==> config.mk <==
export PLATFORM = sky130hd
export DESIGN_NAME = spe_cmd_engine
export DESIGN_NICKNAME = d
export VERILOG_FILES = /design/src/hdl/spe_pkg.sv /design/src/hdl/spe_cmd_engine.sv
export SDC_FILE = /design/constraint.sdc
export NUM_CORES = 1
export LEC_CHECK = 0
export ABC_AREA = 1
export CORE_AREA = 4 4 352 441
export CTS_CLUSTER_SIZE = 30
export DETAILED_ROUTE_END_ITERATION = 12
export DIE_AREA = 0 0 356 445
export DONT_BUFFER_PORTS = 1
export MAX_ROUTING_LAYER = met4
export PLACE_DENSITY = 0.52
export SLEW_MARGIN = 10
export SYNTH_ARGS = -nofsm -noshare
export SYNTH_HDL_FRONTEND = slang
export SYNTH_SLANG_ARGS = --single-unit
export TNS_END_PERCENT = 100
==> constraint.sdc <==
create_clock -name sys_clk_i -period 4.15 [get_ports sys_clk_i]
set_clock_uncertainty 0.1 [all_clocks]
set_input_delay 0.2075 -clock sys_clk_i [delete_from_list [all_inputs] [get_ports sys_clk_i]]
set_output_delay 0.2075 -clock sys_clk_i [all_outputs]
set_load 0.03 [all_outputs]
==> src/hdl/spe_pkg.sv <==
// Constants, opcodes and parser states of the serial EEPROM command engine.
//
// Functional notes
// Write-enable latch: enable sets, disable clears.
// Enable/disable act on seventh edge; extras harmless. Code acts on the eighth rising edge (edge 7), at the opcode byte end.
// Host sends enable before any write command.
// Writes arriving with latch cleared are discarded.
// Executed write clears the write-enable latch.
// Latch comes up cleared after power-up.
// Read: opcode, address, data from falling fifteen.
// Read address auto-increments, wraps top to bottom.
// Select rise starts self-timed cycle, 4 ms.
// While programming only status read is accepted.
// Program only if select rises after byte end.
// Up to sixteen bytes programmed in one cycle.
// Page loading increments only low four address bits.
// Extra bytes overwrite earlier ones; final values programmed.
// Select rise off byte boundary cancels page write.
// Cancel keeps memory; unloaded page bytes unchanged.
// Sixteen-byte pages, pages 0 to 7, top 7Fh.
// Input sampled rising, output changed falling, MSB first.
// Eight-bit opcodes, upper nibble zero, bit 3 ignored.
// Status reports write-enable latch and busy flag.
// Serial output floats unless shifting read/status data.
package spe_pkg;

    // -----------------------------------------------------------------
    // Array geometry.
    // -----------------------------------------------------------------
    localparam int unsigned ADDR_W = 7;          // Byte address width, top address 7Fh.
    localparam int unsigned MEM_BYTES = 128;     // Number of bytes in the array.
    localparam int unsigned PAGE_BYTES = 16;     // Bytes in one page.
    localparam int unsigned PAGE_IDX_W = 4;      // Low address bits that walk within a page.
    localparam int unsigned PAGE_NUM_W = 3;      // High address bits that select the page.
    localparam logic [7:0] ERASED_BYTE = 8'hff;  // Contents of a fresh array.

    // -----------------------------------------------------------------
    // Opcodes: upper nibble zero, bit 3 ignored, low three bits decide.
    // -----------------------------------------------------------------
    localparam logic [3:0] OPC_UPPER = 4'h0;
    localparam logic [2:0] OPC_WRITE_ENABLE_CMD = 3'h6;      // write_enable_cmd.
    localparam logic [2:0] OPC_WRITE_DISABLE_CMD = 3'h4;      // write_disable_cmd.
    localparam logic [2:0] OPC_READ = 3'h3;      // Sequential read.
    localparam logic [2:0] OPC_WRITE = 3'h2;     // Byte or page write.
    localparam logic [2:0] OPC_RDSR = 3'h5;      // Status read.
    localparam logic [2:0] OPC_STATUS_WRITE_CMD = 3'h1;      // status_write_cmd.

    // -----------------------------------------------------------------
    // Status word layout.
    // -----------------------------------------------------------------
    localparam logic [3:0] STATUS_TOP = 4'hf;    // Bits 7..4 always read as one.
    localparam logic [1:0] STATUS_BP = 2'h0;     // Protect bits are not modelled.

    // -----------------------------------------------------------------
    // Serial framing.
    // -----------------------------------------------------------------
    localparam logic [2:0] BIT_LAST = 3'h7;      // Index of the last bit of a byte.
    localparam logic [2:0] BIT_FIRST = 3'h0;

    // -----------------------------------------------------------------
    // Self-timed programming cycle.
    // -----------------------------------------------------------------
    localparam int unsigned PROG_TIME_US = 4000;             // program_cycle_time, 4 ms.
    localparam int unsigned SYS_CLK_MHZ = 250;               // System clock rate.
    localparam int unsigned PROG_CYCLES = PROG_TIME_US * SYS_CLK_MHZ;
    localparam int unsigned PROG_CNT_W = 20;                 // Holds PROG_CYCLES.

    // -----------------------------------------------------------------
    // Buffer of prefetched read bytes.
    // -----------------------------------------------------------------
    localparam logic [1:0] FIFO_DEPTH = 2'h2;

    // Command parser states.
    typedef enum logic [2:0] {
        ST_OPCODE = 3'b000,
        ST_RADDR = 3'b001,
        ST_WADDR = 3'b010,
        ST_RDATA = 3'b011,
        ST_WDATA = 3'b100,
        ST_SDATA = 3'b101,
        ST_STATUS = 3'b110,
        ST_IGNORE = 3'b111
    } spe_state_e;

endpackage

==> src/hdl/spe_cmd_engine.sv <==
// Command engine of a 128-byte serial-bus EEPROM, device side.
`timescale 1ns/1ps

module spe_cmd_engine
    import spe_pkg::*;
#(
    parameter int unsigned PROG_CYCLES_P = PROG_CYCLES
) (
    // System clock and reset.
    input wire logic sys_clk_i,
    input wire logic sys_rst_i,
    // Serial bus pins from the host.
    input wire logic sclk_i,
    input wire logic chip_select_n_i,
    input wire logic sdi_i,
    // Serial data output pin, three-state.
    output logic sdo_o,
    output logic sdo_oe_o,
    // Device state, for observation.
    output logic busy_o,
    output logic write_enable_o
);

    // -----------------------------------------------------------------
    // Pin synchronisers and edge detection.
    // -----------------------------------------------------------------

    logic sck_m, sck_s, sck_d;      // Bus clock: first stage, second stage, delayed copy.
    logic cs_m, cs_s, cs_d;         // Chip select, same arrangement.
    logic si_m, si_s;               // Serial input, two stages.

    // Every pin passes two flip-flops; the third copy only serves edge finding.
    always_ff @(posedge sys_clk_i or posedge sys_rst_i) begin
        if (sys_rst_i) begin
            {sck_m, sck_s, sck_d} <= 3'h0;
            {cs_m, cs_s, cs_d} <= 3'h7;
            {si_m, si_s} <= 2'h0;
        end else begin
            {sck_m, sck_s, sck_d} <= {sclk_i, sck_m, sck_s};
            {cs_m, cs_s, cs_d} <= {chip_select_n_i, cs_m, cs_s};
            {si_m, si_s} <= {sdi_i, si_m};
        end
    end

    wire cs_active = ~cs_s;                          // Chip select is low.
    wire sck_rise = sck_s & ~sck_d & cs_active;      // Sampling edge inside a frame.
    wire sck_fall = ~sck_s & sck_d & cs_active;      // Output edge inside a frame.
    wire cs_rise = cs_s & ~cs_d;                     // End of a frame.

    // -----------------------------------------------------------------
    // Opcode decoding.
    // -----------------------------------------------------------------

    // True when a byte is a given opcode; bit 3 is not looked at.
    function automatic logic opc_is(input logic [7:0] opc, input logic [2:0] low);
        opc_is = (opc[7:4] == OPC_UPPER) && (opc[2:0] == low);
    endfunction

    // -----------------------------------------------------------------
    // Bit counter and input shifter.
    // -----------------------------------------------------------------

    spe_state_e state, next_state;  // Command parser state.
    logic [2:0] bit_idx;            // Bit position within the current byte.
    logic [6:0] shift_in;           // Bits of the current byte taken so far.
    logic wel;                      // Write-enable latch.
    logic busy;                     // Self-timed programming in progress.

    wire [7:0] rx_byte = {shift_in, si_s};                  // Byte completed by this edge.
    wire byte_end = sck_rise && (bit_idx == BIT_LAST);      // Edge that takes bit 0.

    // Input bits enter on the rising edge, most significant first.
    always_ff @(posedge sys_clk_i or posedge sys_rst_i) begin
        if (sys_rst_i) begin
            bit_idx <= BIT_FIRST;
            shift_in <= 7'h00;
        end else if (!cs_active) begin
            bit_idx <= BIT_FIRST;   // Select high restarts the parse.
        end else if (sck_rise) begin
            bit_idx <= bit_idx + 3'h1;
            shift_in <= rx_byte[6:0];
        end
    end

    // -----------------------------------------------------------------
    // Command parser.
    // -----------------------------------------------------------------

    // Command decoding on the last opcode bit; bits are numbered from edge 0.
    wire op_write_enable_cmd = opc_is(rx_byte, OPC_WRITE_ENABLE_CMD);
    wire op_write_disable_cmd = opc_is(rx_byte, OPC_WRITE_DISABLE_CMD);
    wire op_read = opc_is(rx_byte, OPC_READ);
    wire op_write = opc_is(rx_byte, OPC_WRITE);
    wire op_rdsr = opc_is(rx_byte, OPC_RDSR);
    wire op_status_write_cmd = opc_is(rx_byte, OPC_STATUS_WRITE_CMD);
    wire opc_end = byte_end && (state == ST_OPCODE);

    // Next parser state, decided on the edge that ends each byte.
    always_comb begin
        next_state = state;
        case (state)
            ST_OPCODE: begin
                if (byte_end) begin
                    if (op_rdsr) begin
                        next_state = ST_STATUS;
                    end else if (busy) begin
                        next_state = ST_IGNORE;
                    end else if (op_read) begin
                        next_state = ST_RADDR;
                    end else if (op_write && wel) begin
                        next_state = ST_WADDR;
                    end else if (op_status_write_cmd && wel) begin
                        next_state = ST_SDATA;
                    end else begin
                        next_state = ST_IGNORE;
                    end
                end
            end
            ST_RADDR: begin
                if (byte_end) begin
                    next_state = ST_RDATA;
                end
            end
            ST_WADDR: begin
                if (byte_end) begin
                    next_state = ST_WDATA;
                end
            end
            default: begin
                next_state = state;     // Data and ignore states last the frame.
            end
        endcase
    end

    // State register; chip select high always returns to opcode parsing.
    always_ff @(posedge sys_clk_i or posedge sys_rst_i) begin
        if (sys_rst_i) begin
            state <= ST_OPCODE;
        end else if (!cs_active) begin
            state <= ST_OPCODE;
        end else begin
            state <= next_state;
        end
    end

    // -----------------------------------------------------------------
    // Write qualification and commit.
    // -----------------------------------------------------------------

    logic byte_done;    // Last rising edge completed a data byte.

    wire in_wdata = (state == ST_WDATA);
    wire in_sdata = (state == ST_SDATA);

    // Only a select rise right after a byte end is valid; any later rising edge clears it.
    always_ff @(posedge sys_clk_i or posedge sys_rst_i) begin
        if (sys_rst_i) begin
            byte_done <= 1'b0;
        end else if (!cs_active) begin
            byte_done <= 1'b0;
        end else if (sck_rise) begin
            byte_done <= byte_end && (in_wdata || in_sdata);
        end
    end

    wire commit_page = cs_rise && in_wdata && byte_done;
    wire commit_stat = cs_rise && in_sdata && byte_done;
    wire commit = commit_page || commit_stat;

    // -----------------------------------------------------------------
    // Write-enable latch.
    // -----------------------------------------------------------------

    // Reset gives the power-up value; enable and disable take effect at once.
    always_ff @(posedge sys_clk_i or posedge sys_rst_i) begin
        if (sys_rst_i) begin
            wel <= 1'b0;
        end else if (commit) begin
            wel <= 1'b0;
        end else if (opc_end && !busy && op_write_enable_cmd) begin
            wel <= 1'b1;
        end else if (opc_end && !busy && op_write_disable_cmd) begin
            wel <= 1'b0;
        end
    end

    // -----------------------------------------------------------------
    // Page buffer.
    // -----------------------------------------------------------------

    logic [7:0] pg_data [PAGE_BYTES];       // Loaded data bytes.
    logic [PAGE_BYTES-1:0] pg_valid;        // Which page bytes were loaded.
    logic [PAGE_IDX_W-1:0] pg_ptr;          // Address within the page.
    logic [PAGE_NUM_W-1:0] pg_base;         // Page being loaded.

    wire page_start = byte_end && (state == ST_WADDR);
    wire page_store = byte_end && in_wdata;

    // Address byte opens the page; each data byte lands and steps the low bits.
    always_ff @(posedge sys_clk_i or posedge sys_rst_i) begin
        if (sys_rst_i) begin
            pg_valid <= '0;
            pg_ptr <= '0;
            pg_base <= '0;
        end else if (page_start) begin
            pg_valid <= '0;
            pg_base <= rx_byte[ADDR_W-1:PAGE_IDX_W];
            pg_ptr <= rx_byte[PAGE_IDX_W-1:0];
        end else if (page_store) begin
            pg_valid[pg_ptr] <= 1'b1;
            pg_ptr <= pg_ptr + 4'h1;
        end
    end

    // Byte storage; a later byte at the same slot replaces the earlier one.
    always_ff @(posedge sys_clk_i) begin
        if (page_store) begin
            pg_data[pg_ptr] <= rx_byte;
        end
    end

    // -----------------------------------------------------------------
    // Memory array.
    // -----------------------------------------------------------------

    // Non-volatile array; it starts erased and reset leaves it alone.
    logic [7:0] mem [MEM_BYTES] = '{default: ERASED_BYTE};

    // A valid select rise writes every loaded byte of the page in one step.
    always_ff @(posedge sys_clk_i) begin
        for (int i = 0; i < PAGE_BYTES; i++) begin
            if (commit_page && pg_valid[i]) begin
                mem[{pg_base, i[PAGE_IDX_W-1:0]}] <= pg_data[i];
            end
        end
    end

    // -----------------------------------------------------------------
    // Programming timer.
    // -----------------------------------------------------------------

    logic [PROG_CNT_W-1:0] prog_cnt;    // Cycles left of the programming time.

    // Busy is held for the whole programming time after a commit.
    always_ff @(posedge sys_clk_i or posedge sys_rst_i) begin
        if (sys_rst_i) begin
            busy <= 1'b0;
            prog_cnt <= '0;
        end else if (commit) begin
            busy <= 1'b1;
            prog_cnt <= PROG_CNT_W'(PROG_CYCLES_P - 1);
        end else if (busy) begin
            if (prog_cnt == '0) begin
                busy <= 1'b0;
            end else begin
                prog_cnt <= prog_cnt - PROG_CNT_W'(1);
            end
        end
    end

    // -----------------------------------------------------------------
    // Read prefetch buffer.
    // -----------------------------------------------------------------

    logic [ADDR_W-1:0] fetch_addr;  // Next address to fetch.
    logic [7:0] fifo_mem [2];       // Two prefetched bytes.
    logic fifo_wr, fifo_rd;         // Write and read pointers.
    logic [1:0] fifo_cnt;           // Bytes held.
    logic [2:0] out_left;           // Bits still to shift of the current byte.

    wire fill_valid = (state == ST_RDATA);              // Fetch side offers a byte.
    wire fill_ready = (fifo_cnt != FIFO_DEPTH);         // Buffer has room.
    wire push = fill_valid && fill_ready;
    wire drain_valid = (fifo_cnt != 2'h0);              // Buffer holds a byte.
    wire drain_ready = sck_fall && fill_valid && (out_left == BIT_FIRST);
    wire pop = drain_valid && drain_ready;

    // Fetch address loads from the address byte, then counts with natural wrap.
    always_ff @(posedge sys_clk_i or posedge sys_rst_i) begin
        if (sys_rst_i) begin
            fetch_addr <= '0;
        end else if (byte_end && (state == ST_RADDR)) begin
            fetch_addr <= rx_byte[ADDR_W-1:0];
        end else if (push) begin
            fetch_addr <= fetch_addr + 7'h01;
        end
    end

    // Pointers and count; the buffer empties with the frame.
    always_ff @(posedge sys_clk_i or posedge sys_rst_i) begin
        if (sys_rst_i) begin
            fifo_wr <= 1'b0;
            fifo_rd <= 1'b0;
            fifo_cnt <= 2'h0;
        end else if (!fill_valid) begin
            fifo_wr <= 1'b0;
            fifo_rd <= 1'b0;
            fifo_cnt <= 2'h0;
        end else begin
            fifo_wr <= fifo_wr ^ push;
            fifo_rd <= fifo_rd ^ pop;
            fifo_cnt <= fifo_cnt + {1'b0, push} - {1'b0, pop};
        end
    end

    // Buffer storage.
    always_ff @(posedge sys_clk_i) begin
        if (push) begin
            fifo_mem[fifo_wr] <= mem[fetch_addr];
        end
    end

    // -----------------------------------------------------------------
    // Output shifter.
    // -----------------------------------------------------------------

    logic [7:0] out_sh;     // Remaining bits, next one in bit 7.

    wire out_state = (state == ST_RDATA) || (state == ST_STATUS);
    wire [7:0] status_byte = {STATUS_TOP, STATUS_BP, wel, busy};
    wire [7:0] next_byte = (state == ST_STATUS) ? status_byte : fifo_mem[fifo_rd];
    wire shift_edge = sck_fall && out_state;

    // Bits leave on the falling edge, a fresh byte every eighth edge.
    always_ff @(posedge sys_clk_i or posedge sys_rst_i) begin
        if (sys_rst_i) begin
            out_sh <= 8'h00;
            out_left <= BIT_FIRST;
            sdo_o <= 1'b0;
            sdo_oe_o <= 1'b0;
        end else if (!out_state) begin
            out_left <= BIT_FIRST;
            sdo_oe_o <= 1'b0;
        end else if (shift_edge) begin
            sdo_oe_o <= 1'b1;
            if (out_left == BIT_FIRST) begin
                sdo_o <= next_byte[7];
                out_sh <= {next_byte[6:0], 1'b0};
                out_left <= BIT_LAST;
            end else begin
                sdo_o <= out_sh[7];
                out_sh <= {out_sh[6:0], 1'b0};
                out_left <= out_left - 3'h1;
            end
        end
    end

    // -----------------------------------------------------------------
    // Observation outputs.
    // -----------------------------------------------------------------

    // Registered copies of the latch and busy flag.
    always_ff @(posedge sys_clk_i or posedge sys_rst_i) begin
        if (sys_rst_i) begin
            busy_o <= 1'b0;
            write_enable_o <= 1'b0;
        end else begin
            busy_o <= busy;
            write_enable_o <= wel;
        end
    end

endmodule

==> metrics.md, run 1 <==
| Metric | Value |
|---|---|
| Iteration-0 DRC count of the detailed router | 4651 |
| Drt wl/cell | 26.7 um |
| WL final | 187000 um |
| Reg2reg end | fifo_mem[1][0] |
| Register Area | 0.0374 sq mm |
| NumNets Final | 4879 |
| Crit-path max FO | 75 |
| Max Root-Sink Buffers | 3 |
| Hold buffer count at cts | 9 |
| Number of top-level pins | 9 |
| Die H | 445 um |
| Clock period minus worst slack | 3570 ps |
| Final hold vios | 0 |
| Fillers | 14700 |
| Total negative slack | 0 ps |
| Most frequent cells after synthesis | nand2_1 (1374), edfxtp_1 (1168), nand3_1 (685) |
| Total track usage | 23.9% |
| Count of pins over their slew limit | 0 |
| CTS tree | done |
| Post-Syn Area | 0.0526 sq mm |
| Syn_area_per_cell | 11.0 sq um |
| Die footprint | 0.158 sq mm |
| Die W | 356 um |
| Clk pwr share | 44.9% |
| Utilization after layout | 39.5% |
| Ys async rst share | 7.30% |
| Worst path max stage delay | 640 ps |
| Pre-antenna DRT Iters | 8 |
| Max cap viols | 0 |
| Crit Path Class | flop to flop |
| Comb power frac | 1.3% |
| Area Overhead vs Synth | 13.6% |
| CP Cell Sequence | inv_8 > buf_4 > nand2_1 > nand2_1 > nand2_1 > nand3_1 > nand3_1 > nand2_1 > nand2_1 > nand3_1 > nor2_1 > nor2_1 |
| Sw frac | 20.7% |
| Sequential power share | 53.8% |
| Initial Utilization | 34.7% |
| Post-route cell area | 0.0597 sq mm |
| Pwr Density | 429 mW/mm^2 |
| Worst Setup EP | fifo_mem[1][0] |
| # DRC | 0 |
| Via count | 35500 |
| CP Data Arrival Time | 3990 ps |
| Final setup fails | 0 |
| Dpl hpwl | 129000 um |
| Antenna Nets Post-Route | 0 |
| IO buf count | 0 |
| Reg2Reg Depth | 12 |
| Post-synth net total | 4792 |
| Net Switching | 5.32 mW |
| Mapped Cells | 4772 |
| RSZ-0062 raised after global routing | false |
| Final critical-path share of the clock period | 86.1% |
| Initial antenna violation count | 7 |
| Fmax | 280 MHz |
| Grt ovf | 0 |
| EDFF count, synth | 1168 |
| Area contributors post-synth | edfxtp_1 (67%), nand2_1 (9.8%), nand3_1 (6.5%) |
| Via density | 5.08 |
| Leakage | 23.2 nW |
| Hold WC Path Type | flop to flop |
| Clock latency on the worst-skew pair | 790 ps |
| Cell taking the most area after synthesis | edfxtp_1 |
| CORE AREA | 0.151 sq mm |
| Count leader, synth | nand2_1 |
| Clk pin slew, worst setup/hold paths | 60 ps |
| Cts bufs inserted | 130 |
| Vias in the first global route | 33800 |
| First-pass GRT wire length | 258000 um |
| P_int | 20.3 mW |
| Cell variety after synth | 40 |
| Multi-input combinational cell area | 0.0120 sq mm |
| Internal reg-to-reg setup slack | 580 ps |
| Tot Pwr | 25.6 mW |
| CTS resizes | 0 |
| Status | completed |
| Most used cell, CP | nand2_1 |
| Top-area cell type share of the netlist area | 66.7% |
| Startpoint types | flop |
| GPL Wtd Cong | 1.01 |
| Post-DP Area | 0.0555 sq mm |
| Seq/Total Area, Yosys | 71.1% |
| Yosys reg bits | 1260 |
| WHS | 255 ps |
| TritonCTS Sinks | 1260 |
| Worst-margin pin slew | 1110 ps |
| VDD IR-drop max | 0.000409 V |
| # rows | 160 |
| Clock root buffer | clkbuf_16 |
| # Post-CTS Setup Buffers | 0 |
| Worst rel slew slack | 25.8% |
| H-tree depth | 4 |
| CP Launch Point | fetch_addr[0] |
| CP Capture Type | flop |
| WP data required | 4570 ps |
| Largest net degree at the start of global routing | 154 |
| CP max-delay cell | dfrtp_4 |
| Ys Warns | 0 |
| FF-to-FF Start | fetch_addr[0] |
| Layout cells sized above 1 | 8.83% |
| Synth Flop Type | edfxtp_1 |
## per-layer routing
metal	routed length, um	share of wire (%)	track usage [%]	vias up
met3	12900	6.9	3.82	409
met1	69900	37	28.2	17400
li1	-	-	-	16100
met5	0	0	-	-
met4	14500	7.8	15.5	0
met2	89300	48	38.2	1569
## worst min path at each step
| stage | startpoint | slack, ps | to | cells after the start |
|---|---|---|---|---|
| 3_3_place_gp | sys_rst_i | -0.02 | fetch_addr[1] | 1 |
| 3_5_place_dp | sys_rst_i | 2 | fetch_addr[0] | 1 |
| 4_1_cts | si_m | 250 | si_s | 0 |
| 5_1_grt | cs_m | 260 | cs_s | 0 |
| 6_report | si_m | 260 | si_s | 0 |
| 2_1_floorplan | chip_select_n_i | 110 | cs_m | 0 |
## through the flow
step                      worst slack, ps  cells
after global routing                  497   6986
final                                 577   6986
after floorplan                      1460   4772
after CTS                             653   6984
after global placement                676   6743
after detailed placement              681   6743
## sequential cells by signal (all words and copies together) (netlist names), 2 cells and up
signal and flops:
out_left 3, prog_cnt 20, pg_ptr 4, mem 1024, pg_base 3, fetch_addr 7
shift_in 7, state 3, pg_data 128, bit_idx 3, fifo_cnt 2, pg_valid 16
out_sh 7, fifo_mem 16
## power by group through the flow
stage,clock [mW],sequential (mW),combinational (mW)
2_1_floorplan,0,14.1,0.0543
3_3_place_gp,0,14.1,0.312
3_5_place_dp,0,14.1,0.314
4_1_cts,11.7,13.8,0.323
5_1_grt,12.2,13.8,0.332
6_report,11.5,13.8,0.327
## logic make-up (layout without fill, tap and decap cells)
kind of cell	after synthesis	in the layout	share of synthesized area (%)
other cells	0	2	0
simple gates	2479	2479	19.7
compound gates	222	222	2.54
buf+inv	785	972	6.12
xor+xnor	11	11	0.183
flops	1260	1260	71.1
fa+ha+maj	15	15	0.357
## area by class of cell
class	instances	share of cell area, %
Sequential cell	1260	62.6
Multi-Input combinational cell	2727	20.0
Clock buffer	172	5.90
Tap cell	2025	4.24
Inverter	545	3.46
Timing Repair Buffer	195	2.80
Clock inverter	60	0.957
Antenna cell	2	0.00838
## worst max-delay path: cells and delay by family (launching register included)
kind	cells	cell delay (ps)
buf+inv	2	890
flops	1	640
simple gates	10	1600
## layout by cell type, fill, tap and decap left out, drive strengths merged, types with 3 or more instances in the layout
master,netlist,layout
nand4,4,4
clkbuf,66,172
nor2,345,345
dfrtp,89,89
inv,543,551
edfxtp,1168,1168
or2,55,55
o221ai,4,4
o211ai,52,52
nand2,1374,1374
nand3,685,685
nand3b,3,3
o21ai,113,113
o21a,16,16
xor2,9,9
dlygate4sd3,0,8
a21oi,21,21
bufinv,0,8
buf,174,187
clkinv,2,44
a31oi,5,5
ha,15,15
dfstp,3,3
nor3,12,12
Note: power is estimated with default switching activity, not from simulation.
==> run 2: changes to the inputs <==
--- a/config.mk
+++ b/config.mk
@@ -6,14 +6,14 @@
 export NUM_CORES = 1
 export LEC_CHECK = 0
 export ABC_AREA = 1
-export CORE_AREA = 4 4 352 441
+export CORE_AREA = 2 2 350 439
 export CTS_CLUSTER_SIZE = 30
 export DETAILED_ROUTE_END_ITERATION = 12
-export DIE_AREA = 0 0 356 445
+export DIE_AREA = 0 0 352 441
 export DONT_BUFFER_PORTS = 1
 export MAX_ROUTING_LAYER = met4
 export PLACE_DENSITY = 0.52
-export SLEW_MARGIN = 10
+export SLEW_MARGIN = 0
 export SYNTH_ARGS = -nofsm -noshare
 export SYNTH_HDL_FRONTEND = slang
 export SYNTH_SLANG_ARGS = --single-unit
==> constraint.sdc (replaced) <==
create_clock -name sys_clk_i -period 4.15 [get_ports sys_clk_i]
set_clock_uncertainty 0.1 [all_clocks]
set_input_delay 0.2075 -clock sys_clk_i [delete_from_list [all_inputs] [get_ports sys_clk_i]]
set_output_delay 0.2075 -clock sys_clk_i [all_outputs]
set_load 0.005 [all_outputs]
==> run 2 against run 1 <==
Die area decreased by 2.0%. Power shrank 1.6%. First-iteration DRC count decreased by 15%. Cell area is 1.0% lower. Non-clock buffer count shrank 61. Worst hold slack worse by 28 ps.
==> metrics.md, run 2 (synthesis results as in run 1) <==
| Metric | Value |
|---|---|
| Status | completed |
| Worst rel slew slack | 7.62% |
| Pre-antenna DRT Iters | 8 |
| Commonest non-fill, non-tap cell in the layout | nand2_1 |
| Largest net degree at the start of global routing | 113 |
| Antenna Nets Post-Route | 0 |
| NumNets Final | 4807 |
| Hold WC Path Type | flop to flop |
| Total track usage | 24.2% |
| Fillers | 14500 |
| Via count | 34900 |
| Initial antenna violation count | 4 |
| Cell Count, Final, Fillers Out | 6919 |
| Clock period minus worst slack | 3630 ps |
| H-tree depth | 3 |
| Total negative slack | 0 ps |
| GPL Wtd Cong | 1.03 |
| Post-route cell area | 0.0591 sq mm |
| Iteration-0 DRC count of the detailed router | 3942 |
| # rows | 160 |
| First-pass GRT wire length | 254000 um |
| Fmax | 275 MHz |
| Final setup fails | 0 |
| VDD IR-drop max | 0.000345 V |
| Leakage | 22.8 nW |
| Startpoint types | flop |
| CTS tree | done |
| Die footprint | 0.155 sq mm |
| WL final | 185000 um |
| WP data required | 4530 ps |
| Final worst slack | 520 ps |
| Vias in the first global route | 33200 |
| Register Area | 0.0374 sq mm |
| RSZ-0062 raised after global routing | false |
| Drt wl/cell | 26.7 um |
| Largest register FFs | 1024 |
| Area Overhead vs Synth | 12.5% |
| Crit Path Class | flop to flop |
| Via density | 5.04 |
| Worst-margin pin slew | 1390 ps |
| Hold buffer count at cts | 9 |
| Number of top-level pins | 9 |
| Max cap viols | 0 |
| Cts bufs inserted | 119 |
| Placed instance count | 6682 |
| CTS resizes | 0 |
| Multi-input combinational cell area | 0.0120 sq mm |
| Clk pin slew, worst setup/hold paths | 60 ps |
| CORE AREA | 0.151 sq mm |
| Count of pins over their slew limit | 0 |
| Clock root buffer | clkbuf_16 |
| # DRC | 0 |
| Grt ovf | 0 |
| Die H | 441 um |
| IO buf count | 0 |
| Final hold vios | 0 |
| Dpl hpwl | 130000 um |
| Pre-CTS WS | 699 ps |
| Crit-path max FO | 98 |
| CP Capture Type | flop |
| Clock latency on the worst-skew pair | 760 ps |
| CP Data Arrival Time | 4010 ps |
| Utilization after layout | 39.1% |
| # Post-CTS Setup Buffers | 0 |
| Final critical-path share of the clock period | 87.5% |
| Pwr Density | 427 mW/mm^2 |
| Die W | 352 um |
| Initial Utilization | 34.8% |
| Most frequent cells in the layout | nand2_1 (1374), edfxtp_1 (1168), nand3_1 (685) |
| Layout cells sized above 1 | 7.79% |
| Max Root-Sink Buffers | 3 |
| Post-DP Area | 0.0551 sq mm |
| TritonCTS Sinks | 1260 |
## run 2: cell types whose count changed in the layout (fill, tap and decap cells not counted), sizes merged
cell	before	now
clkinvlp	2	4
buf	187	126
inv	551	549
clkinv	44	62
bufinv	8	12
clkbuf	172	144
## run 2: metrics by stage
stage	power, mW	hold WS [ps]
2_1_floorplan	14.1	112
3_3_place_gp	14.4	112
3_5_place_dp	14.4	111
4_1_cts	25.4	228
5_1_grt	25.8	232
6_report	25.2	227
## run 2: metal layers
layer / GRT usage (%) / vias to the layer above / share of wire (%)
met4: 15.7 / 0 / 7.4
met1: 28.3 / 17200 / 38
met3: 3.10 / 335 / 6.6
met2: 39.6 / 1430 / 48
met5: - / - / 0
li1: - / 15900 / -
## run 2: worst paths after layout
path                               start  slack [ps]  depth (start not counted)              to
min                                 cs_m         230                          0            cs_s
min reg2reg                         cs_m         230                          0            cs_s
max                        fetch_addr[0]         520                         13  fifo_mem[1][1]
max reg2reg                fetch_addr[0]         520                         13  fifo_mem[1][1]
max in group asynchronous      sys_rst_i        2970                          4            cs_m
min in group asynchronous      sys_rst_i         530                          3            cs_d
## run 2: critical path, cell delays in order, from the launching register on
cell and delay (ps):
dfrtp_4 650, inv_8 570, buf_12 290, buf_4 190, nand2_1 60, nand2_1 60, nand2_1 50, nand3_1 140
nand3_1 200, nand2_1 140, nand2_1 60, nand3_1 130, nor2_1 60, nor2_1 470
## run 2: power by group
group	internal [mW]	switching [mW]	total [mW]	leakage (nW)
combinational	0.0446	0.272	0.317	9.11
sequential	13.8	0.0602	13.8	11.8
clock	6.16	4.92	11.1	1.93
total	20.0	5.25	25.2	22.8
## run 2: cell type report
cell class	instances	share of cell area [%]
clock inverter	82	1.32
inverter	545	3.49
timing repair buffer	134	2.09
clock buffer	144	5.32
sequential	1260	63.2
antenna	2	0.00846
tap	2025	4.28
multi-input combinational	2727	20.2
